===== src/pin_change_pkg.sv =====
// package: register map, field masks and shared types of the pin change detector
package pin_change_pkg;

  // ****************************************
  // register offsets
  // ****************************************
  localparam logic [15:0] PORTA_RISE_ENABLE_OFS = 16'h1F3D;
  localparam logic [15:0] PORTA_FALL_ENABLE_OFS = 16'h1F3E;
  localparam logic [15:0] PORTA_CHANGE_FLAGS_OFS = 16'h1F3F;
  localparam logic [15:0] PORTB_RISE_ENABLE_OFS = 16'h1F48;
  localparam logic [15:0] PORTB_FALL_ENABLE_OFS = 16'h1F49;
  localparam logic [15:0] PORTB_CHANGE_FLAGS_OFS = 16'h1F4A;
  localparam logic [15:0] PORTC_RISE_ENABLE_OFS = 16'h1F53;
  localparam logic [15:0] PORTC_FALL_ENABLE_OFS = 16'h1F54;
  localparam logic [15:0] PORTC_CHANGE_FLAGS_OFS = 16'h1F55;
  localparam logic [15:0] CHANGE_CTRL_OFS = 16'h1F56;

  // ****************************************
  // implemented bits and reset values
  // ****************************************
  localparam logic [7:0] PORTA_IMPL_MASK = 8'h3F;
  localparam logic [7:0] PORTB_IMPL_MASK = 8'hF0;
  localparam logic [7:0] PORTC_IMPL_MASK_FULL = 8'hFF;
  localparam logic [7:0] PORTC_IMPL_MASK_SMALL = 8'h3F;
  localparam logic [7:0] DEBUG_LOST_MASK = 8'h03;
  localparam logic [7:0] RESET_PIN_LOST_MASK = 8'h08;
  localparam logic [7:0] REG_RESET = 8'h00;
  localparam int CTRL_IRQ_ENABLE_BIT = 0;
  localparam int CTRL_SUMMARY_BIT = 1;

  // ****************************************
  // shared types
  // ****************************************
  typedef struct packed {
    logic [7:0] rise;
    logic [7:0] fall;
    logic [7:0] flags;
  } port_regs_t;

endpackage : pin_change_pkg


===== src/pin_change_detector.sv =====
// module: per-pin rising/falling edge detector with change flags for three ports
//
// How it works
// - port A pins 0-5 rising edge with rise enable sets change flag
// - port A pins 0-5 falling edge with fall enable sets change flag
// - port B pins 4-7 rising edge with rise enable sets change flag
// - port B pins 4-7 falling edge with fall enable sets change flag
// - port C pins 0-7 rising edge with rise enable sets change flag
// - port C pins 0-7 falling edge with fall enable sets change flag
// - both enables clear means no edge sets the flag; a written one still sets it
// - enabled edge raises both the flag and its interrupt contribution
// - hardware sets flags; software clears by writing zero; reads back zero
// - port A flags in bits 5-0, upper two bits unimplemented
// - port B flags in bits 7-4, lower nibble unimplemented
// - port C flags in eight bits, all zero after reset
// - debugger enabled removes port A pins 0 and 1 detection
// - reset-pin or low-voltage programming enable removes port A pin 3
// - port B registers exist only in the 20-pin variant
// - port C pins 6 and 7 exist only in the 20-pin variant
// - global enable clear still sets flags but raises no interrupt
// - summary flag is the OR of all per-pin flags
// - edge during a clearing write leaves its flag set
// - enabled edge with global enable set wakes from sleep with flags already updated
module pin_change_detector #(
  parameter bit PIN20_VARIANT = 1'b1
) (
  input wire logic mclk,
  input wire logic rstn,
  input wire logic [7:0] porta_pin,
  input wire logic [7:0] portb_pin,
  input wire logic [7:0] portc_pin,
  input wire logic debug_enable,
  input wire logic reset_pin_enable,
  input wire logic low_voltage_program_enable,
  input wire logic [15:0] reg_addr,
  input wire logic [7:0] reg_wdata,
  input wire logic reg_wr,
  input wire logic reg_rd,
  output logic [7:0] reg_rdata,
  output logic change_irq,
  output logic change_irq_summary,
  output logic wake_request
);

  // ****************************************
  // implemented-bit masks per port
  // ****************************************
  logic [7:0] impl_mask [3];
  logic [7:0] avail_a_r;
  logic [7:0] avail_a_nxt;

  // port A loses bits to debugger and reset pin; straps move with the system
  always_comb begin
    avail_a_nxt = pin_change_pkg::PORTA_IMPL_MASK;
    if (debug_enable) begin
      avail_a_nxt = avail_a_nxt & ~pin_change_pkg::DEBUG_LOST_MASK;
    end
    if (reset_pin_enable || low_voltage_program_enable) begin
      avail_a_nxt = avail_a_nxt & ~pin_change_pkg::RESET_PIN_LOST_MASK;
    end
  end

  always_ff @(posedge mclk or negedge rstn) begin
    if (!rstn) begin
      avail_a_r <= pin_change_pkg::REG_RESET;
    end else begin
      avail_a_r <= avail_a_nxt;
    end
  end

  always_comb begin
    impl_mask[0] = avail_a_r;
    impl_mask[1] = PIN20_VARIANT ? pin_change_pkg::PORTB_IMPL_MASK : 8'h00;
    impl_mask[2] = PIN20_VARIANT ? pin_change_pkg::PORTC_IMPL_MASK_FULL
                                 : pin_change_pkg::PORTC_IMPL_MASK_SMALL;
  end

  // ****************************************
  // address decode
  // ****************************************
  logic [2:0] sel_rise;
  logic [2:0] sel_fall;
  logic [2:0] sel_flags;
  logic sel_ctrl;

  always_comb begin
    sel_rise[0] = reg_addr == pin_change_pkg::PORTA_RISE_ENABLE_OFS;
    sel_fall[0] = reg_addr == pin_change_pkg::PORTA_FALL_ENABLE_OFS;
    sel_flags[0] = reg_addr == pin_change_pkg::PORTA_CHANGE_FLAGS_OFS;
    sel_rise[1] = reg_addr == pin_change_pkg::PORTB_RISE_ENABLE_OFS;
    sel_fall[1] = reg_addr == pin_change_pkg::PORTB_FALL_ENABLE_OFS;
    sel_flags[1] = reg_addr == pin_change_pkg::PORTB_CHANGE_FLAGS_OFS;
    sel_rise[2] = reg_addr == pin_change_pkg::PORTC_RISE_ENABLE_OFS;
    sel_fall[2] = reg_addr == pin_change_pkg::PORTC_FALL_ENABLE_OFS;
    sel_flags[2] = reg_addr == pin_change_pkg::PORTC_CHANGE_FLAGS_OFS;
    sel_ctrl = reg_addr == pin_change_pkg::CHANGE_CTRL_OFS;
  end

  // ****************************************
  // per-port synchroniser, edge detect, enables and flags
  // ****************************************
  logic [7:0] pins [3];
  pin_change_pkg::port_regs_t port_r [3];
  logic [7:0] any_flags [3];

  always_comb begin
    pins[0] = porta_pin;
    pins[1] = portb_pin;
    pins[2] = portc_pin;
  end

  genvar p;
  generate
    for (p = 0; p < 3; p++) begin : g_port
      logic [7:0] sync1_r;
      logic [7:0] sync2_r;
      logic [7:0] prev_r;
      logic [7:0] rise_edge;
      logic [7:0] fall_edge;
      logic [7:0] hit;
      pin_change_pkg::port_regs_t regs_nxt;

      // sync1 feeds only sync2, so a metastable sample never reaches the comparator
      always_ff @(posedge mclk or negedge rstn) begin
        if (!rstn) begin
          sync1_r <= pin_change_pkg::REG_RESET;
          sync2_r <= pin_change_pkg::REG_RESET;
          prev_r <= pin_change_pkg::REG_RESET;
        end else begin
          sync1_r <= pins[p];
          sync2_r <= sync1_r;
          prev_r <= sync2_r;
        end
      end

      // pins high out of reset give a spurious rise only if rise enable is set in time
      always_comb begin
        rise_edge = sync2_r & ~prev_r;
        fall_edge = ~sync2_r & prev_r;
        hit = ((rise_edge & port_r[p].rise) | (fall_edge & port_r[p].fall)) & impl_mask[p];
      end

      always_comb begin
        regs_nxt = port_r[p];
        if (reg_wr && sel_rise[p]) begin
          regs_nxt.rise = reg_wdata & impl_mask[p];
        end
        if (reg_wr && sel_fall[p]) begin
          regs_nxt.fall = reg_wdata & impl_mask[p];
        end
        if (reg_wr && sel_flags[p]) begin
          regs_nxt.flags = reg_wdata & impl_mask[p];
        end
        // set wins over a clearing write in the same cycle
        regs_nxt.flags = (regs_nxt.flags | hit) & impl_mask[p];
        regs_nxt.rise = regs_nxt.rise & impl_mask[p];
        regs_nxt.fall = regs_nxt.fall & impl_mask[p];
      end

      always_ff @(posedge mclk or negedge rstn) begin
        if (!rstn) begin
          port_r[p] <= '{rise: pin_change_pkg::REG_RESET, fall: pin_change_pkg::REG_RESET,
                         flags: pin_change_pkg::REG_RESET};
        end else begin
          port_r[p] <= regs_nxt;
        end
      end

      always_comb begin
        any_flags[p] = regs_nxt.flags;
      end
    end
  endgenerate

  // ****************************************
  // global enable, summary and interrupt
  // ****************************************
  logic irq_enable_r;
  logic irq_enable_nxt;
  logic summary_nxt;
  logic [7:0] rdata_nxt;
  logic [7:0] rdata_r;
  logic irq_r;
  logic summary_r;
  logic wake_r;

  always_comb begin
    irq_enable_nxt = irq_enable_r;
    if (reg_wr && sel_ctrl) begin
      irq_enable_nxt = reg_wdata[pin_change_pkg::CTRL_IRQ_ENABLE_BIT];
    end
    summary_nxt = |{any_flags[0], any_flags[1], any_flags[2]};
  end

  always_comb begin
    rdata_nxt = 8'h00;
    for (int i = 0; i < 3; i++) begin
      if (sel_rise[i]) begin
        rdata_nxt = port_r[i].rise;
      end
      if (sel_fall[i]) begin
        rdata_nxt = port_r[i].fall;
      end
      if (sel_flags[i]) begin
        rdata_nxt = port_r[i].flags;
      end
    end
    if (sel_ctrl) begin
      rdata_nxt[pin_change_pkg::CTRL_IRQ_ENABLE_BIT] = irq_enable_r;
      rdata_nxt[pin_change_pkg::CTRL_SUMMARY_BIT] = summary_r;
    end
    if (!reg_rd) begin
      rdata_nxt = 8'h00;
    end
  end

  always_ff @(posedge mclk or negedge rstn) begin
    if (!rstn) begin
      irq_enable_r <= 1'b0;
      summary_r <= 1'b0;
      irq_r <= 1'b0;
      wake_r <= 1'b0;
      rdata_r <= pin_change_pkg::REG_RESET;
    end else begin
      irq_enable_r <= irq_enable_nxt;
      summary_r <= summary_nxt;
      irq_r <= summary_nxt & irq_enable_nxt;
      wake_r <= summary_nxt & irq_enable_nxt;
      rdata_r <= rdata_nxt;
    end
  end

  always_comb begin
    reg_rdata = rdata_r;
    change_irq = irq_r;
    change_irq_summary = summary_r;
    wake_request = wake_r;
  end

endmodule : pin_change_detector


===== config.mk =====
export PLATFORM = sky130hd
export DESIGN_NAME = pin_change_detector
export DESIGN_NICKNAME = d
export VERILOG_FILES = /design/src/pin_change_pkg.sv /design/src/pin_change_detector.sv
export SDC_FILE = /design/constraint.sdc
export NUM_CORES = 1
export LEC_CHECK = 0
export ABC_AREA = 0
export BUFFER_PORTS_ARGS = -buffer_cell sky130_fd_sc_hd__buf_4
export CORE_ASPECT_RATIO = 0.6
export CORE_UTILIZATION = 40
export CTS_CLUSTER_DIAMETER = 30
export CTS_CLUSTER_SIZE = 25
export DETAILED_ROUTE_END_ITERATION = 12
export GPL_ROUTABILITY_DRIVEN = 1
export PLACE_DENSITY = 0.6
export SLEW_MARGIN = 20
export SYNTH_ARGS = -nofsm -noshare
export SYNTH_HDL_FRONTEND = slang
export SYNTH_SLANG_ARGS = --single-unit
export TNS_END_PERCENT = 10

===== constraint.sdc =====
create_clock -name mclk -period 2.57 [get_ports mclk]
set_clock_uncertainty 0.05 [all_clocks]
set_input_delay 0.257 -clock mclk [delete_from_list [all_inputs] [get_ports mclk]]
set_output_delay 0.257 -clock mclk [all_outputs]
set_load 0.005 [all_outputs]

== Word level (Yosys, flattened, before mapping) ==
Cells that the tools add are included.

* Bits in registers: 148
* Latch bits: 0
* RAM bits: 0
* ROM bits: 0
* Input bits: 55
* Word-level logic and storage cells: 94
* Memories kept: 0

* $add $sub $neg: 0
* $mul: 0
* Divide/modulo/power cells: 0
* $lt $le $gt $ge: 0
* Equal/unequal tests: 10
* Shifts and indexed selects: 0
* Mux-type cells: 19
* Bitwise gates (word level): 30
* Reduce and logical (&&, ||, !) cells: 12

{| class="wikitable"
|+ Operator list
! kind !! count
|-
| 16-bit by 13-bit equality test with 1-bit output, second input constant || 10
|-
| 8-bit 2-to-1 mux || 15
|-
| 8-bit AND || 12
|-
| 8-bit inverter || 6
|-
| 8-bit OR || 6
|-
| 8-bit by 6-bit AND with 8-bit output || 5
|-
| 20-bit OR reduction || 1
|-
| 1-bit logical AND || 10
|-
| 2-bit 2-to-1 mux || 2
|-
| 4-bit 2-to-1 mux || 1
|-
| 1-bit AND || 1
|-
| 1-bit logical OR || 1
|-
| 1-bit 2-to-1 mux || 1
|}

== Longest topological paths before layout ==
* Word-level depth: 12
* Mapped depth: 10

== Worst setup path before layout ==
OpenSTA, ideal clock, no wires.

* Path type: input-to-reg
* Start: input reg_addr[13]
* End: register irq_r (netlist: change_irq)
* Setup time: 0.137 ns
* Data arrival time: 1.811 ns
* Data required time: 2.383 ns
* Path slack: 0.572 ns
* Stages on the path: 8
* Path buffers: 1
* Cell sequence: nor4b_4 > and4_4 > and2_1 > buf_4 > mux2i_1 > a31oi_2 > nor4_2 > a31oi_1

{| class="wikitable"
|+ RTL lines
! what !! RTL line !! text
|-
| from (decl) || pin_change_detector.sv:35 || <nowiki>input wire logic [15:0] reg_addr,</nowiki>
|-
| to (signal assigned) || pin_change_detector.sv:227 || <nowiki>irq_r <= summary_nxt & irq_enable_nxt;</nowiki>
|-
| to (decl) || pin_change_detector.sv:183 || <nowiki>logic irq_r;</nowiki>
|}

==> flow_metrics.env <==
export IMPL_status="finished, final reports clean"
export IMPL_grt_overflow=0
export IMPL_yosys_warnings=0
export IMPL_worstPathCellList="buf_4 -> nor4b_4 -> nand4_1 -> nor3_2 -> buf_4 -> mux2i_1 -> o211ai_1 -> nor3_1 -> nand3_1"
export IMPL_die_w_um=147.5
export IMPL_instances_no_fill=682
export IMPL_slowest_delay_ns=0.42
export IMPL_core_sq_um=12220
export IMPL_drive_gt1_share_pct=28.63
export IMPL_root_buffer="clkbuf_16"
export IMPL_final_common_cell="dfrtp_1"
export IMPL_drt_pass1_iter_count=5
export IMPL_totalPowerFinal_uw=4466
export IMPL_grt_met2_usage_pct=29.93
export IMPL_io_buffers=59
export IMPL_period_share_pct=80.71
export IMPL_grt_use_total_pct=20.95
export IMPL_drt_wl_total_um=12380
export IMPL_post_synth_xor_area_fraction_pct=0
export IMPL_tightestPinTransition_ns=0.5685
export IMPL_maxSlewHeadroom_pct=61.70
export IMPL_dpl_instance_area_sq_um=5743
export IMPL_crit_fanout=12
export IMPL_criticalPathCategory="in2reg"
export IMPL_placed_cells=628
export IMPL_fill_cells=1061
export IMPL_synthSimpleGateAreaFrac_pct=15.97
export IMPL_grt_pass1_wl_um=19980
export IMPL_cp_top_family="simple AND/OR/NAND/NOR gates"
export IMPL_routed_via_density=5.255
export IMPL_diodes=0
export IMPL_clock_fmax_mhz=482.1
export IMPL_synth_compound_gate_area_share_pct=9.414
export IMPL_final_cell_mix="122 x dfrtp_1, 71 x buf_4, 34 x nand2_1"
export IMPL_p_leak_uw=0.003031
export IMPL_cap_viol_max_count=0
export IMPL_synth_top_family_by_area="simple AND/OR/NAND/NOR gates"
export IMPL_globalplace_congestion=0.8085
export IMPL_use_met1_pct=29.77
export IMPL_setup_viol=0
export IMPL_post_route_min_period_ns=2.074
export IMPL_vdd_drop_max_mv=0.4122
export IMPL_cpMostUsedCell="buf_4"
export IMPL_fp_dieArea_sq_um=13160
export IMPL_syn2layout_area_growth_pct=28.68
export IMPL_drt_iter0_markers=281
export IMPL_grt_pass1_vias=3693
export IMPL_synth_nets=461
export IMPL_critPathBufInv=2
export IMPL_ant_nets=0
export IMPL_clkTransAtPathRegs_ns=0.05
export IMPL_rows=31
export IMPL_clock_path_buffers=2
export IMPL_num_io_pins=66
export IMPL_final_util_pct=53.48
export IMPL_synthCells=406
export IMPL_cts_sinks=122
export IMPL_place_hpwl_um=8611
export IMPL_antenna_found_initial=0
export IMPL_synth_edf_count=0
export IMPL_cts_htree_levels=4
export IMPL_wl_per_cell_um=18.15
export IMPL_ys_flop_type="dfrtp_1"
export IMPL_critPathSlowestCell="nor4b_4"
export IMPL_grtUsageMet3_pct=6.786
export IMPL_via_count=3584
export IMPL_synth_fa_ha_area_share_pct=0
export IMPL_die_h_um=89.27
export IMPL_muxShareOfSynthArea_pct=11.61
export IMPL_cp_required_ns=2.79
export IMPL_hold_class="in2reg"
export IMPL_critical_path_endpoint_type="flop"
export IMPL_synth_seq_cells=122
export IMPL_cp_data_arrival_time_ns=2.29
export IMPL_finalHoldViolCount=0
export IMPL_syn_area_sq_um=5077
export IMPL_syn_avg_cell_area_sq_um=12.51
export IMPL_tritoncts="yes"
export IMPL_fin_area_sq_um=6534
export IMPL_worst_setup_path_start_kind="input pin"
export IMPL_grt_setup_unrepaired="no"
export IMPL_clkLatencyLatePin_ns=0.41
export IMPL_synth_distinct_cells=56
export IMPL_pwr_density_cell_nw_per_um2=683.5
export IMPL_busiest_layer="met2"
export IMPL_nets=559
export IMPL_numCtsBuffers=17
export IMPL_slew_viol_final=0
export IMPL_drcViolationCount=0
export IMPL_grt_max_degree=60
export IMPL_seq_area_frac_synth_pct=60.13
export IMPL_start_util_pct=41.56
export IMPL_tns_ns=0
export IMPL_async_flop_share_pct=100.0
==> sequential cells by signal (all words and copies together) (netlist names) <==
name                flops
irq_enable_r            1
change_irq              1
avail_a_r               3
g_port.sync2_r         18
port_r                 54
g_port.prev_r          18
g_port.sync1_r         18
change_irq_summary      1
reg_rdata               8
==> cells in the mapped netlist (2+ instances only) <==
cell type / instances / area [sq um]
nand3b_1: 22 / 165.2
nor3_2: 2 / 20.02
clkbuf_1: 5 / 18.77
a211o_1: 3 / 26.28
or4_1: 2 / 15.01
o221ai_1: 2 / 17.52
and4_1: 2 / 17.52
o31ai_1: 2 / 15.01
a222oi_1: 4 / 40.04
nor2_1: 27 / 101.4
nand3_1: 2 / 10.01
nor2_2: 2 / 12.51
nor3b_1: 3 / 22.52
nor2b_1: 8 / 50.05
nor4b_4: 2 / 47.55
and2_1: 3 / 18.77
mux2i_1: 24 / 240.2
a21boi_0: 5 / 37.54
a31oi_1: 5 / 31.28
inv_1: 13 / 48.80
and4b_1: 2 / 20.02
dfrtp_1: 122 / 3053
buf_2: 3 / 15.01
a22o_1: 6 / 52.55
o21ai_0: 14 / 70.07
nand4_1: 4 / 25.02
and2b_1: 3 / 22.52
buf_6: 2 / 22.52
nand2_1: 34 / 127.6
a221o_2: 2 / 22.52
mux2_2: 30 / 337.8
o211ai_1: 4 / 30.03
a21oi_1: 9 / 45.04
buf_4: 5 / 37.54
and3_1: 5 / 31.28
nor3_1: 3 / 15.01
==> worst min-delay path, cell delays in order <==
cell and delay (ns):
buf_4 0.15, nand2_1 0.06, a21oi_1 0.04
==> routing by layer <==
layer | up-vias | wire [um]
li1 | 1664 | -
met1 | 1780 | 6252
met2 | 127 | 5186
met3 | 13 | 804
met4 | 0 | 131
met5 | - | 0
==> where the power goes <==
part	internal (uW)	switching [uW]	leakage, uW	total, uW
clock network	1390	886	0.000270	2270
registers	1970	22.6	0.00153	1990
logic	93.7	107	0.00123	201
==> what timing repair did <==
item,4_1_cts,5_1_grt
hold buffers,22,0
setup buffers,0,0
hold endpoints to repair,51,0
gates resized for setup,0,0
==> final timing paths <==
check	to	startpoint	slack, ns	depth (start not counted)
max in group asynchronous	g_port[0].sync2_r[3]	rstn	1.43	3
setup reg to reg	change_irq_summary	g_port[2].sync2_r[2]	0.60	7
setup / recovery	change_irq_summary	reg_addr[13]	0.50	9
min in group asynchronous	g_port[0].sync1_r[5]	rstn	0.28	2
hold / removal	reg_rdata[6]	reg_rd	0.08	3
hold reg to reg	g_port[2].sync2_r[1]	g_port[2].sync1_r[1]	0.29	0
==> kinds of logic after synthesis <==
group,count (synthesis)
buf+inv,28
compound gates,64
simple gates,136
flops,122
mux,55
other cells,1
==> per-stage QoR <==
step	hold WS [ns]	worst slack (ns)
after detailed placement	0.1843	0.09443
after floorplan	-0.08859	0.5722
final	0.08270	0.4957
after CTS	0.06772	0.5072
after global placement	0.1776	0.1583
after global routing	0.07366	0.3284
==> layout make-up <==
cell class	count	area, sq um	area share (%)
clock buffers	20	456.7	6.990
clock inverters	12	113.9	1.743
inverters	13	48.80	0.7468
multi-input cells	256	1882	28.80
flip-flops and latches	122	3053	46.73
well taps	165	206.4	3.160
repair buffers	94	773.2	11.83
No activity file was read; power rests on OpenSTA's default activity.
